$ cat config.mk
export PLATFORM = sky130hd
export DESIGN_NAME = bmio_ports
export DESIGN_NICKNAME = d
export VERILOG_FILES = /design/src/shared/bmio_pkg.sv /design/src/verilog/bmio_ports.sv
export SDC_FILE = /design/constraint.sdc
export NUM_CORES = 1
export LEC_CHECK = 0
export ABC_AREA = 1
export BUFFER_PORTS_ARGS = -buffer_cell sky130_fd_sc_hd__buf_2
export CAP_MARGIN = 20
export CORE_MARGIN = 2
export CORE_UTILIZATION = 51
export DETAILED_ROUTE_END_ITERATION = 8
export PLACE_DENSITY = 0.9
export SLEW_MARGIN = 20
export SYNTH_ARGS = -nofsm -noshare
export SYNTH_HDL_FRONTEND = slang
export SYNTH_SLANG_ARGS = --single-unit
$ cat constraint.sdc
create_clock -name core_clk -period 2.5 [get_ports core_clk]
set_input_delay 0.25 -clock core_clk [delete_from_list [all_inputs] [get_ports core_clk]]
set_output_delay 0.25 -clock core_clk [all_outputs]
set_load 0.02 [all_outputs]
$ cat src/shared/bmio_pkg.sv
package bmio_pkg;

	////////////////////////////////////////////////////////////////////////
	// Register file offsets, all in the same bank
	localparam logic [7:0] OFS_C_DIR = 8'h10;
	localparam logic [7:0] OFS_C_DAT = 8'h11;
	localparam logic [7:0] OFS_D_DIR = 8'h12;
	localparam logic [7:0] OFS_D_DAT = 8'h13;
	localparam logic [7:0] OFS_E_DIR = 8'h14;
	localparam logic [7:0] OFS_E_DAT = 8'h15;
	localparam logic [3:0] PORT_BANK = 4'h1;

	////////////////////////////////////////////////////////////////////////
	// Reset values
	localparam logic [7:0] DIR_RST   = 8'hFF;
	localparam logic [2:0] E_DIR_RST = 3'h7;
	localparam logic [7:0] LAT_POR   = 8'h00;
	localparam logic [2:0] E_LAT_POR = 3'h0;
	localparam logic [7:0] RD_ZERO   = 8'h00;
	localparam logic [4:0] E_UPPER   = 5'h00;

	////////////////////////////////////////////////////////////////////////
	// Control port bit positions and bus strobe levels
	localparam int         E_ALE_BIT = 0;
	localparam int         E_OE_BIT  = 1;
	localparam int         E_WR_BIT  = 2;
	localparam logic [2:0] E_IDLE    = 3'h6;
	localparam logic [2:0] E_ADDR    = 3'h7;
	localparam logic [2:0] E_RD      = 3'h4;
	localparam logic [2:0] E_WR      = 3'h2;
	localparam logic [2:0] E_ALL_ON  = 3'h7;
	localparam logic [7:0] AD_ALL_ON = 8'hFF;
	localparam logic [7:0] AD_OFF    = 8'h00;

	////////////////////////////////////////////////////////////////////////
	// Modes and states
	typedef enum logic [1:0] {
		MODE_MICROPROC = 2'b00,
		MODE_EXT_MCU   = 2'b01,
		MODE_MCU       = 2'b10,
		MODE_PROT_MCU  = 2'b11
	} bmio_mode_type;

	typedef enum logic [1:0] {
		BUS_IDLE = 2'b00,
		BUS_ADDR = 2'b01,
		BUS_STRB = 2'b10,
		BUS_END  = 2'b11
	} bmio_bus_state_type;

	////////////////////////////////////////////////////////////////////////
	// Carriers
	typedef struct packed {
		logic [2:0] e;
		logic [7:0] d;
		logic [7:0] c;
	} bmio_pins_type;

	typedef struct packed {
		logic [15:0] addr;
		logic [15:0] wdata;
		logic        wr;
	} bmio_bus_req_type;

endpackage : bmio_pkg

$ cat src/verilog/bmio_ports.sv
`timescale 1ns/1ps
// Operation
// A pin whose direction bit is one is an input with its driver off, on all three ports.
// A pin whose direction bit is zero drives its latch bit.
// Reading a data register returns pin levels; writing updates only the latch.
// In bus modes the low byte port carries address/data bits 7 to 0.
// In bus modes the high byte port carries address/data bits 15 to 8.
// The ports are the system bus only in microprocessor or extended modes, else plain I/O.
// The control port has three pins, each with its own one-means-input direction bit.
// In bus modes the control pins carry address latch, output enable and write strobes.
// Output enable and write strobes are active low, asserted by driving the pin low.
// Upper control data bits read as zero and ignore writes.
// Any reset sets every direction bit to one.
// Latches start undefined at power-on and keep their contents through other resets. The code clears them to zero on power-on.
// Software selects bank one and clears latches before setting directions.
// In bus modes the bus controller overrides direction and latch on the bus pins.
// Data and direction registers are separate eight-bit addressable registers.
module bmio_ports (
	// Clock and resets
	input  wire logic                       core_clk,
	input  wire logic                       srst,
	input  wire logic                       por,
	// Configuration
	input  wire bmio_pkg::bmio_mode_type    proc_mode,
	// Register file port
	input  wire logic [3:0]                 bank_select_reg,
	input  wire logic [7:0]                 reg_addr,
	input  wire logic                       reg_wr_en,
	input  wire logic                       reg_rd_en,
	input  wire logic [7:0]                 reg_wdata,
	output      logic [7:0]                 reg_rdata,
	output      logic                       reg_rvalid,
	// Bus controller request
	input  wire logic                       bus_req_valid,
	input  wire bmio_pkg::bmio_bus_req_type bus_req,
	output      logic                       bus_req_ready,
	output      logic [15:0]                bus_rdata,
	output      logic                       bus_done,
	// Pins
	input  wire bmio_pkg::bmio_pins_type    pins_in,
	output      bmio_pkg::bmio_pins_type    pins_out,
	output      bmio_pkg::bmio_pins_type    pins_oe
);

	////////////////////////////////////////////////////////////////////////
	// Register state
	logic [7:0]                   c_dir_r, c_dir_nxt, d_dir_r, d_dir_nxt;
	logic [7:0]                   c_lat_r, c_lat_nxt, d_lat_r, d_lat_nxt;
	logic [2:0]                   e_dir_r, e_dir_nxt, e_lat_r, e_lat_nxt;
	logic [7:0]                   rdata_r, rdata_nxt;
	logic                         rvalid_r, rvalid_nxt;
	logic                         bank_ok;
	logic                         ext_mode;
	// Bus state
	bmio_pkg::bmio_bus_state_type bus_st_r, bus_st_nxt;
	bmio_pkg::bmio_bus_req_type   breq_r, breq_nxt;
	logic [15:0]                  brd_r, brd_nxt;
	logic                         bdone_r, bdone_nxt;
	// Pad state
	bmio_pkg::bmio_pins_type      pout_r, pout_nxt, poe_r, poe_nxt;

	// Bus use depends only on the configured mode
	assign ext_mode = (proc_mode == bmio_pkg::MODE_MICROPROC) ||
	                  (proc_mode == bmio_pkg::MODE_EXT_MCU);
	assign bank_ok  = (bank_select_reg == bmio_pkg::PORT_BANK);

	////////////////////////////////////////////////////////////////////////
	// Register file: six separate 8-bit locations
	always_comb begin
		c_dir_nxt  = c_dir_r;
		d_dir_nxt  = d_dir_r;
		e_dir_nxt  = e_dir_r;
		c_lat_nxt  = c_lat_r;
		d_lat_nxt  = d_lat_r;
		e_lat_nxt  = e_lat_r;
		rdata_nxt  = rdata_r;
		rvalid_nxt = reg_rd_en;
		// Writes are held off under reset so a kept latch cannot be disturbed
		if (reg_wr_en && bank_ok && !srst && !por) begin
			unique case (reg_addr)
				bmio_pkg::OFS_C_DIR: c_dir_nxt = reg_wdata;
				bmio_pkg::OFS_D_DIR: d_dir_nxt = reg_wdata;
				bmio_pkg::OFS_E_DIR: e_dir_nxt = reg_wdata[2:0];
				bmio_pkg::OFS_C_DAT: c_lat_nxt = reg_wdata;
				bmio_pkg::OFS_D_DAT: d_lat_nxt = reg_wdata;
				bmio_pkg::OFS_E_DAT: e_lat_nxt = reg_wdata[2:0];
				default: ;
			endcase
		end
		if (reg_rd_en) begin
			rdata_nxt = bmio_pkg::RD_ZERO;
			if (bank_ok) begin
				unique case (reg_addr)
					bmio_pkg::OFS_C_DIR: rdata_nxt = c_dir_r;
					bmio_pkg::OFS_D_DIR: rdata_nxt = d_dir_r;
					bmio_pkg::OFS_E_DIR: rdata_nxt = {bmio_pkg::E_UPPER, e_dir_r};
					bmio_pkg::OFS_C_DAT: rdata_nxt = pins_in.c;
					bmio_pkg::OFS_D_DAT: rdata_nxt = pins_in.d;
					bmio_pkg::OFS_E_DAT: rdata_nxt = {bmio_pkg::E_UPPER, pins_in.e};
					default: ;
				endcase
			end
		end
		// Latches are only cleared by power-on; other resets leave them alone
		if (por) begin
			c_lat_nxt = bmio_pkg::LAT_POR;
			d_lat_nxt = bmio_pkg::LAT_POR;
			e_lat_nxt = bmio_pkg::E_LAT_POR;
		end
		if (srst || por) begin
			c_dir_nxt  = bmio_pkg::DIR_RST;
			d_dir_nxt  = bmio_pkg::DIR_RST;
			e_dir_nxt  = bmio_pkg::E_DIR_RST;
			rdata_nxt  = bmio_pkg::RD_ZERO;
			rvalid_nxt = 1'b0;
		end
	end

	// Register update
	always_ff @(posedge core_clk) begin
		c_dir_r  <= c_dir_nxt;
		d_dir_r  <= d_dir_nxt;
		e_dir_r  <= e_dir_nxt;
		c_lat_r  <= c_lat_nxt;
		d_lat_r  <= d_lat_nxt;
		e_lat_r  <= e_lat_nxt;
		rdata_r  <= rdata_nxt;
		rvalid_r <= rvalid_nxt;
	end

	assign reg_rdata  = rdata_r;
	assign reg_rvalid = rvalid_r;

	////////////////////////////////////////////////////////////////////////
	// Bus controller: address phase, strobe phase, end phase
	assign bus_req_ready = ext_mode && (bus_st_r == bmio_pkg::BUS_IDLE);

	always_comb begin
		bus_st_nxt = bus_st_r;
		breq_nxt   = breq_r;
		brd_nxt    = brd_r;
		bdone_nxt  = 1'b0;
		unique case (bus_st_r)
			bmio_pkg::BUS_IDLE: begin
				if (bus_req_valid && bus_req_ready) begin
					breq_nxt   = bus_req;
					bus_st_nxt = bmio_pkg::BUS_ADDR;
				end
			end
			bmio_pkg::BUS_ADDR: bus_st_nxt = bmio_pkg::BUS_STRB;
			bmio_pkg::BUS_STRB: bus_st_nxt = bmio_pkg::BUS_END;
			bmio_pkg::BUS_END: begin
				// Strobe is visible on the pins in this cycle, so sample here
				if (!breq_r.wr) begin
					brd_nxt = {pins_in.d, pins_in.c};
				end
				bdone_nxt  = 1'b1;
				bus_st_nxt = bmio_pkg::BUS_IDLE;
			end
		endcase
		// Leaving bus mode abandons a cycle; no done is given for it
		if (srst || !ext_mode) begin
			bus_st_nxt = bmio_pkg::BUS_IDLE;
			bdone_nxt  = 1'b0;
		end
	end

	// Bus state update
	always_ff @(posedge core_clk) begin
		bus_st_r <= bus_st_nxt;
		breq_r   <= breq_nxt;
		brd_r    <= brd_nxt;
		bdone_r  <= bdone_nxt;
	end

	assign bus_rdata = brd_r;
	assign bus_done  = bdone_r;

	////////////////////////////////////////////////////////////////////////
	// Pad drive, registered so the pins never glitch on decode
	always_comb begin
		pout_nxt.c = c_lat_r;
		pout_nxt.d = d_lat_r;
		pout_nxt.e = e_lat_r;
		poe_nxt.c  = ~c_dir_r;
		poe_nxt.d  = ~d_dir_r;
		poe_nxt.e  = ~e_dir_r;
		if (ext_mode) begin
			// Direction and latch are ignored while the bus owns the pins
			poe_nxt.e  = bmio_pkg::E_ALL_ON;
			pout_nxt.e = bmio_pkg::E_IDLE;
			poe_nxt.c  = bmio_pkg::AD_OFF;
			poe_nxt.d  = bmio_pkg::AD_OFF;
			pout_nxt.c = breq_r.addr[7:0];
			pout_nxt.d = breq_r.addr[15:8];
			unique case (bus_st_r)
				bmio_pkg::BUS_ADDR: begin
					pout_nxt.e = bmio_pkg::E_ADDR;
					poe_nxt.c  = bmio_pkg::AD_ALL_ON;
					poe_nxt.d  = bmio_pkg::AD_ALL_ON;
				end
				bmio_pkg::BUS_STRB: begin
					if (breq_r.wr) begin
						pout_nxt.e = bmio_pkg::E_WR;
						pout_nxt.c = breq_r.wdata[7:0];
						pout_nxt.d = breq_r.wdata[15:8];
						poe_nxt.c  = bmio_pkg::AD_ALL_ON;
						poe_nxt.d  = bmio_pkg::AD_ALL_ON;
					end else begin
						pout_nxt.e = bmio_pkg::E_RD;
					end
				end
				bmio_pkg::BUS_IDLE, bmio_pkg::BUS_END: ;
			endcase
		end
		// Every driver off while reset is held
		if (srst || por) begin
			poe_nxt  = '0;
			pout_nxt = '0;
		end
	end

	// Pad update
	always_ff @(posedge core_clk) begin
		pout_r <= pout_nxt;
		poe_r  <= poe_nxt;
	end

	assign pins_out = pout_r;
	assign pins_oe  = poe_r;
endmodule : bmio_ports
Word level (Yosys, flattened, before mapping)
Cells that the tools add are included.

Bits in registers: 137. Input port bits: 80. Output and inout bits: 65. Logic and storage cells: 70.

Equality and inequality tests: 12. Mux-type cells: 13. Bitwise gates (word level): 4. Reduce and logical (&&, ||, !) cells: 21.

Operators with widths (number): 8-bit by 5-bit equality test with 1-bit output (second input constant) (6); 16-bit two-way mux (3); 8-bit one-hot mux with 6 select lines (1); 19-bit two-way mux (2); 16-bit one-hot mux with 2 select lines (1); 8-bit NOT (2); 2-bit AND reduction (8); 8-bit two-way mux (1); 2-bit one-hot mux with 4 select lines (1); 3-bit one-hot mux with 2 select lines (1); 1-bit logical AND (5); 2-bit by 1-bit equality test with 1-bit output (second input constant) (2); 2-bit equality test (second input constant) (2); 4-bit by 1-bit equality test with 1-bit output (second input constant) (1); 2-bit logical NOT (2); 1-bit logical NOT (3); 1-bit logical OR (3); 3-bit two-way mux (1); 3-bit NOT (1); 2-bit two-way mux (1); 2-bit by 1-bit inequality test with 1-bit output (second input constant) (1); 1-bit two-way mux (1); 1-bit NOT (1).

Depth between registers and ports, before layout
Depth after elaboration: 6. Gate-level depth with buffers: 10. Mapped depth without buffers: 9.

Least setup slack after synthesis
Ideal clock, no wire load.

Path type: reg-to-reg. From: register bus_st_r[0]. To: register bus_st_r[0]. Arrival time: 1.858 ns. Required time: 2.369 ns. Slack: 0.511 ns. Cell stages (with the launch flop): 7. Path buffers: 0. Path through: dfxtp_1 > inv_1 > ha_1 > and3_1 > nor2_1 > nor3_1 > a211oi_1.

Cells in the longest elaborated chain, start to end: 4. Elaborated cells on any way between the ends: 8. Classes of those cells: eq/ne: 4; mux: 1; reduce/logical: 3.

RTL lines: start, declared (line bmio_ports.sv:55) `bmio_pkg::bmio_bus_state_type bus_st_r, bus_st_nxt;`; start signal, assigned (line bmio_ports.sv:170) `bus_st_r <= bus_st_nxt;`; 2-bit logical NOT (line bmio_ports.sv:136, bmio_ports.sv:143); 1-bit logical AND (line bmio_ports.sv:136) `assign bus_req_ready = ext_mode && (bus_st_r == bmio_pkg::BUS_IDLE);`; 1-bit logical AND (line bmio_ports.sv:145) `if (bus_req_valid && bus_req_ready) begin`; 2-bit by 1-bit inequality test with 1-bit output (no line).

Parallel ways exist; a longest one is shown, timed or not. A chain may end at the register's enable or synchronous reset.

Final worst setup path
From: register bus_st_r[0]. To: register poe_r, in the netlist pins_oe[15].

Cells in the longest elaborated chain, start to end: 3. Elaborated cells on any way between the ends: 4. Classes of those cells: eq/ne: 2; mux: 2.

RTL lines: 2-bit equality test or 2-bit by 1-bit equality test with 1-bit output (tied branches) (line bmio_ports.sv:196) `unique case (bus_st_r)`; 16-bit one-hot mux with 2 select lines * (line bmio_ports.sv:196); 19-bit two-way mux * (line bmio_ports.sv:188) `if (ext_mode) begin`; end signal, assigned (line bmio_ports.sv:226) `poe_r <= poe_nxt;`; end, declared (line bmio_ports.sv:60) `bmio_pkg::bmio_pins_type pout_r, pout_nxt, poe_r, poe_nxt;`.

Every way passes the cells marked *; elsewhere a longest branch is shown, timed or not.

==> impl_metrics.yaml <==
place:
  placed_area_um2: 5944
  io_buffers: 143
  gp_congestion: 0.9217
  dp_cells: 773
  dp.final_hpwl_mm: 8.646
synthesis:
  avgSynthCellArea_um2: 10.01
  synth_fp_nets: 597
  synthCells: 512
  ys_seq_area_frac: 0.6310
  synth_cell_types: 31
  synthTopCellsByArea: "dfxtp_1, edfxtp_1, nand2_1, o21ai_0, a21oi_1"
  yosys.area.top_type: "dfxtp_1"
  synth_ff_type: "dfxtp_1"
  yosys_warnings: 0
  synth_commonest_cells: "nand2_1, dfxtp_1, o21ai_0, edfxtp_1, a21oi_1"
  yosysTopAreaCellShare: 0.3438
  synthesis.area_um2: 5124
  async_reset_ff_frac: 0
  yosysMostFrequentCell: "nand2_1"
  ys_seq_elements: 137
  synth_edf_count: 49
detailed_routing:
  drtIter0Drc: 227
  drc: 0
  dr_total_vias: 4480
  ant_nets: 0
  avgRoutedWirePerCell_um: 15.84
  via_per_inst: 5.221
  firstDrtPassIters: 5
  routed_wl_mm: 13.59
die:
  die_w_um: 104.2
  io_pins: 145
  die_h_um: 104.2
  core_um2: 9774
  design.die.area_um2: 10860
  rows: 36
  initial_utilization: 0.5242
sta:
  finClkSkew_ns: 0.004293
  setup-tns-final_ns: 0
  setup_viol: 0
  min_period_ns: 1.855
  finalHoldViolCount: 0
  relSlewSlack: 0.6232
  rsz0062_at_grt: "false"
  timing_max_transition_violations_final: 0
  worstMarginPinSlew_ns: 0.5632
  fin_crit_sh: 0.7422
  fmax_mhz: 538.9
setup_path:
  r2r-end: "pins_oe[15]$_SDFF_PP0_"
  worstPathMaxFanout: 18
  criticalPathCategory: "flop to flop"
  r2r_cells: 7
  r2r-start: "bus_st_r[0]$_SDFFE_PP0P_"
  reg2reg_slack_ns: 0.64
  setup.worst_path.end_class: "flop"
  critPathLaunchType: "flop"
  cp_data_required_time_ns: 2.90
  cp.arrival_ns: 2.25
layout:
  seq_area_um2: 3233
  finalInstanceArea_um2: 7028
  final_layout_size_suffix_gt1_frac: 0.2648
  multi_input_area_um2: 1657
  num-fill-cells: 669
  diodes: 0
  layout.cells.non_filler: 858
  fin_nets: 797
  syn_to_final_growth_pct: 37.17
clock_tree:
  clk_pin_slew_worst_paths_ns: 0.06
  cts_num_sinks: 137
  cts-root-buf: "clkbuf_8"
  clock_path_buffers: 2
  cts_buffers: 17
  h-tree-depth: 4
  clkLatencyLatePin_ns: 0.51
  cts_tree: "built"
power:
  leakage_nw: 3.201
  p_per_area_nw_per_um2: 716.3
  ir_drop_mv: 0.4782
grt:
  grt_usage: 0.2592
  grt_pass1_wl_mm: 21.95
  grt-ovfl-total: 0
  grt_max_degree: 39
  antenna_found_initial: 0
  grt_pass1_vias: 4604
hold_path:
  holdPathEnd: "d_dir_r[5]$_SDFFE_PP1P_"
  min_from: "reg_wdata[5]"
  min_path_type: "input port to flop"
  hold_depth: 3
run_status:
  status: "completed"
run:
  cap_violations: 0
[layer usage]
layer  GRT usage  routed length (um)  vias up
met5           0                   0        -
li1            -                   -     2144
met4     0.08591                 215        0
met1      0.2730                4908     2111
met2      0.5019                7546      202
met3     0.06140                 918       23
[layout make-up]
class                           count  share of cell area
Tap cell                          133             0.02368
Multi-Input combinational cell    320              0.2357
Inverter                           34             0.01816
Clock buffer                       19             0.06000
Clock inverter                     13             0.01869
Sequential cell                   137              0.4600
Timing Repair Buffer              202              0.1837
[through the flow]
stage | power [W] | utilization | hold slack, ns | setup WS (ns)
2_1_floorplan | 0.002565 | - | 0.3489 | 0.5112
3_3_place_gp | 0.002679 | 0.6082 | 0.4265 | 0.6340
3_5_place_dp | 0.002693 | 0.6082 | 0.4281 | 0.5005
4_1_cts | 0.005034 | 0.7190 | 0.0007693 | 0.6191
5_1_grt | 0.005191 | 0.7190 | 0.02041 | 0.4611
6_report | 0.005034 | 0.7190 | 0.01104 | 0.6445
[cells by family after synthesis]
logic type               after synthesis  synth area share
adder cells (fa/ha/maj)                5           0.01221
AND/OR/NAND/NOR                      193            0.1736
multiplexers                          16           0.03126
buffers and inverters                 55           0.04566
AO/OA/AOI/OAI                        106            0.1062
flip-flops                           137            0.6310
[flip-flops by register name, indices dropped and copies added, names as in the netlist]
register    flops
reg_rvalid      1
pins_out       19
c_dir_r         8
bus_done        1
breq_r         33
bus_rdata      16
c_lat_r         8
e_dir_r         3
pins_oe        19
d_dir_r         8
reg_rdata       8
d_lat_r         8
e_lat_r         3
bus_st_r        2
[worst max-delay path, cell delays in order, from the launching register on]
cell and delay (ns):
dfxtp_1 0.36, inv_1 0.11, ha_1 0.25, nand2_2 0.44
inv_1 0.08, o2111ai_1 0.19, buf_4 0.23, nand2_1 0.08
[worst max-delay path by stage]
stage / from / end / slack [ns] / depth (start not counted)
3_3_place_gp: reg_addr[5] / c_dir_r[2]$_SDFFE_PP1P_ / 0.63 / 7
2_1_floorplan: bus_st_r[0]$_SDFFE_PP0P_ / bus_st_r[0]$_SDFFE_PP0P_ / 0.51 / 6
6_report: bus_st_r[0]$_SDFFE_PP0P_ / pins_oe[15]$_SDFF_PP0_ / 0.64 / 7
3_5_place_dp: reg_addr[5] / c_dir_r[1]$_SDFFE_PP1P_ / 0.50 / 7
4_1_cts: bus_st_r[0]$_SDFFE_PP0P_ / pins_oe[1]$_SDFF_PP0_ / 0.62 / 7
5_1_grt: bus_st_r[0]$_SDFFE_PP0P_ / pins_oe[10]$_SDFF_PP0_ / 0.46 / 7
[report_power, final]
group	leakage, nW	switching (W)	internal, W
Clock	0.263	0.000906	0.00141
Sequential	1.16	0.0000153	0.00236
Combinational	1.77	0.000193	0.000150
[repair_timing]
action / CTS / global route
buffers inserted: 0 / 0
gates resized for setup: 0 / 0
hold buffers: 53 / 0
endpoints found under the hold margin: 57 / 0
[cells in the final DEF, fill, tap and decap left out, drive strengths merged]
cell type,netlist,final
a211oi,2,2
a21oi,46,46
a31oi,1,1
and3,1,1
buf,12,149
bufinv,0,2
clkbuf,9,19
clkinv,1,9
clkinvlp,0,3
dfxtp,88,88
dlygate4sd3,0,53
edfxtp,49,49
ha,5,5
inv,33,33
mux2i,16,16
nand2,96,96
nand3,40,40
nand4,6,6
nor2,45,45
nor3,4,4
o2111ai,1,1
o21ai,55,55
o221ai,1,1
or2,1,1
No activity file was read; power rests on OpenSTA's default activity.
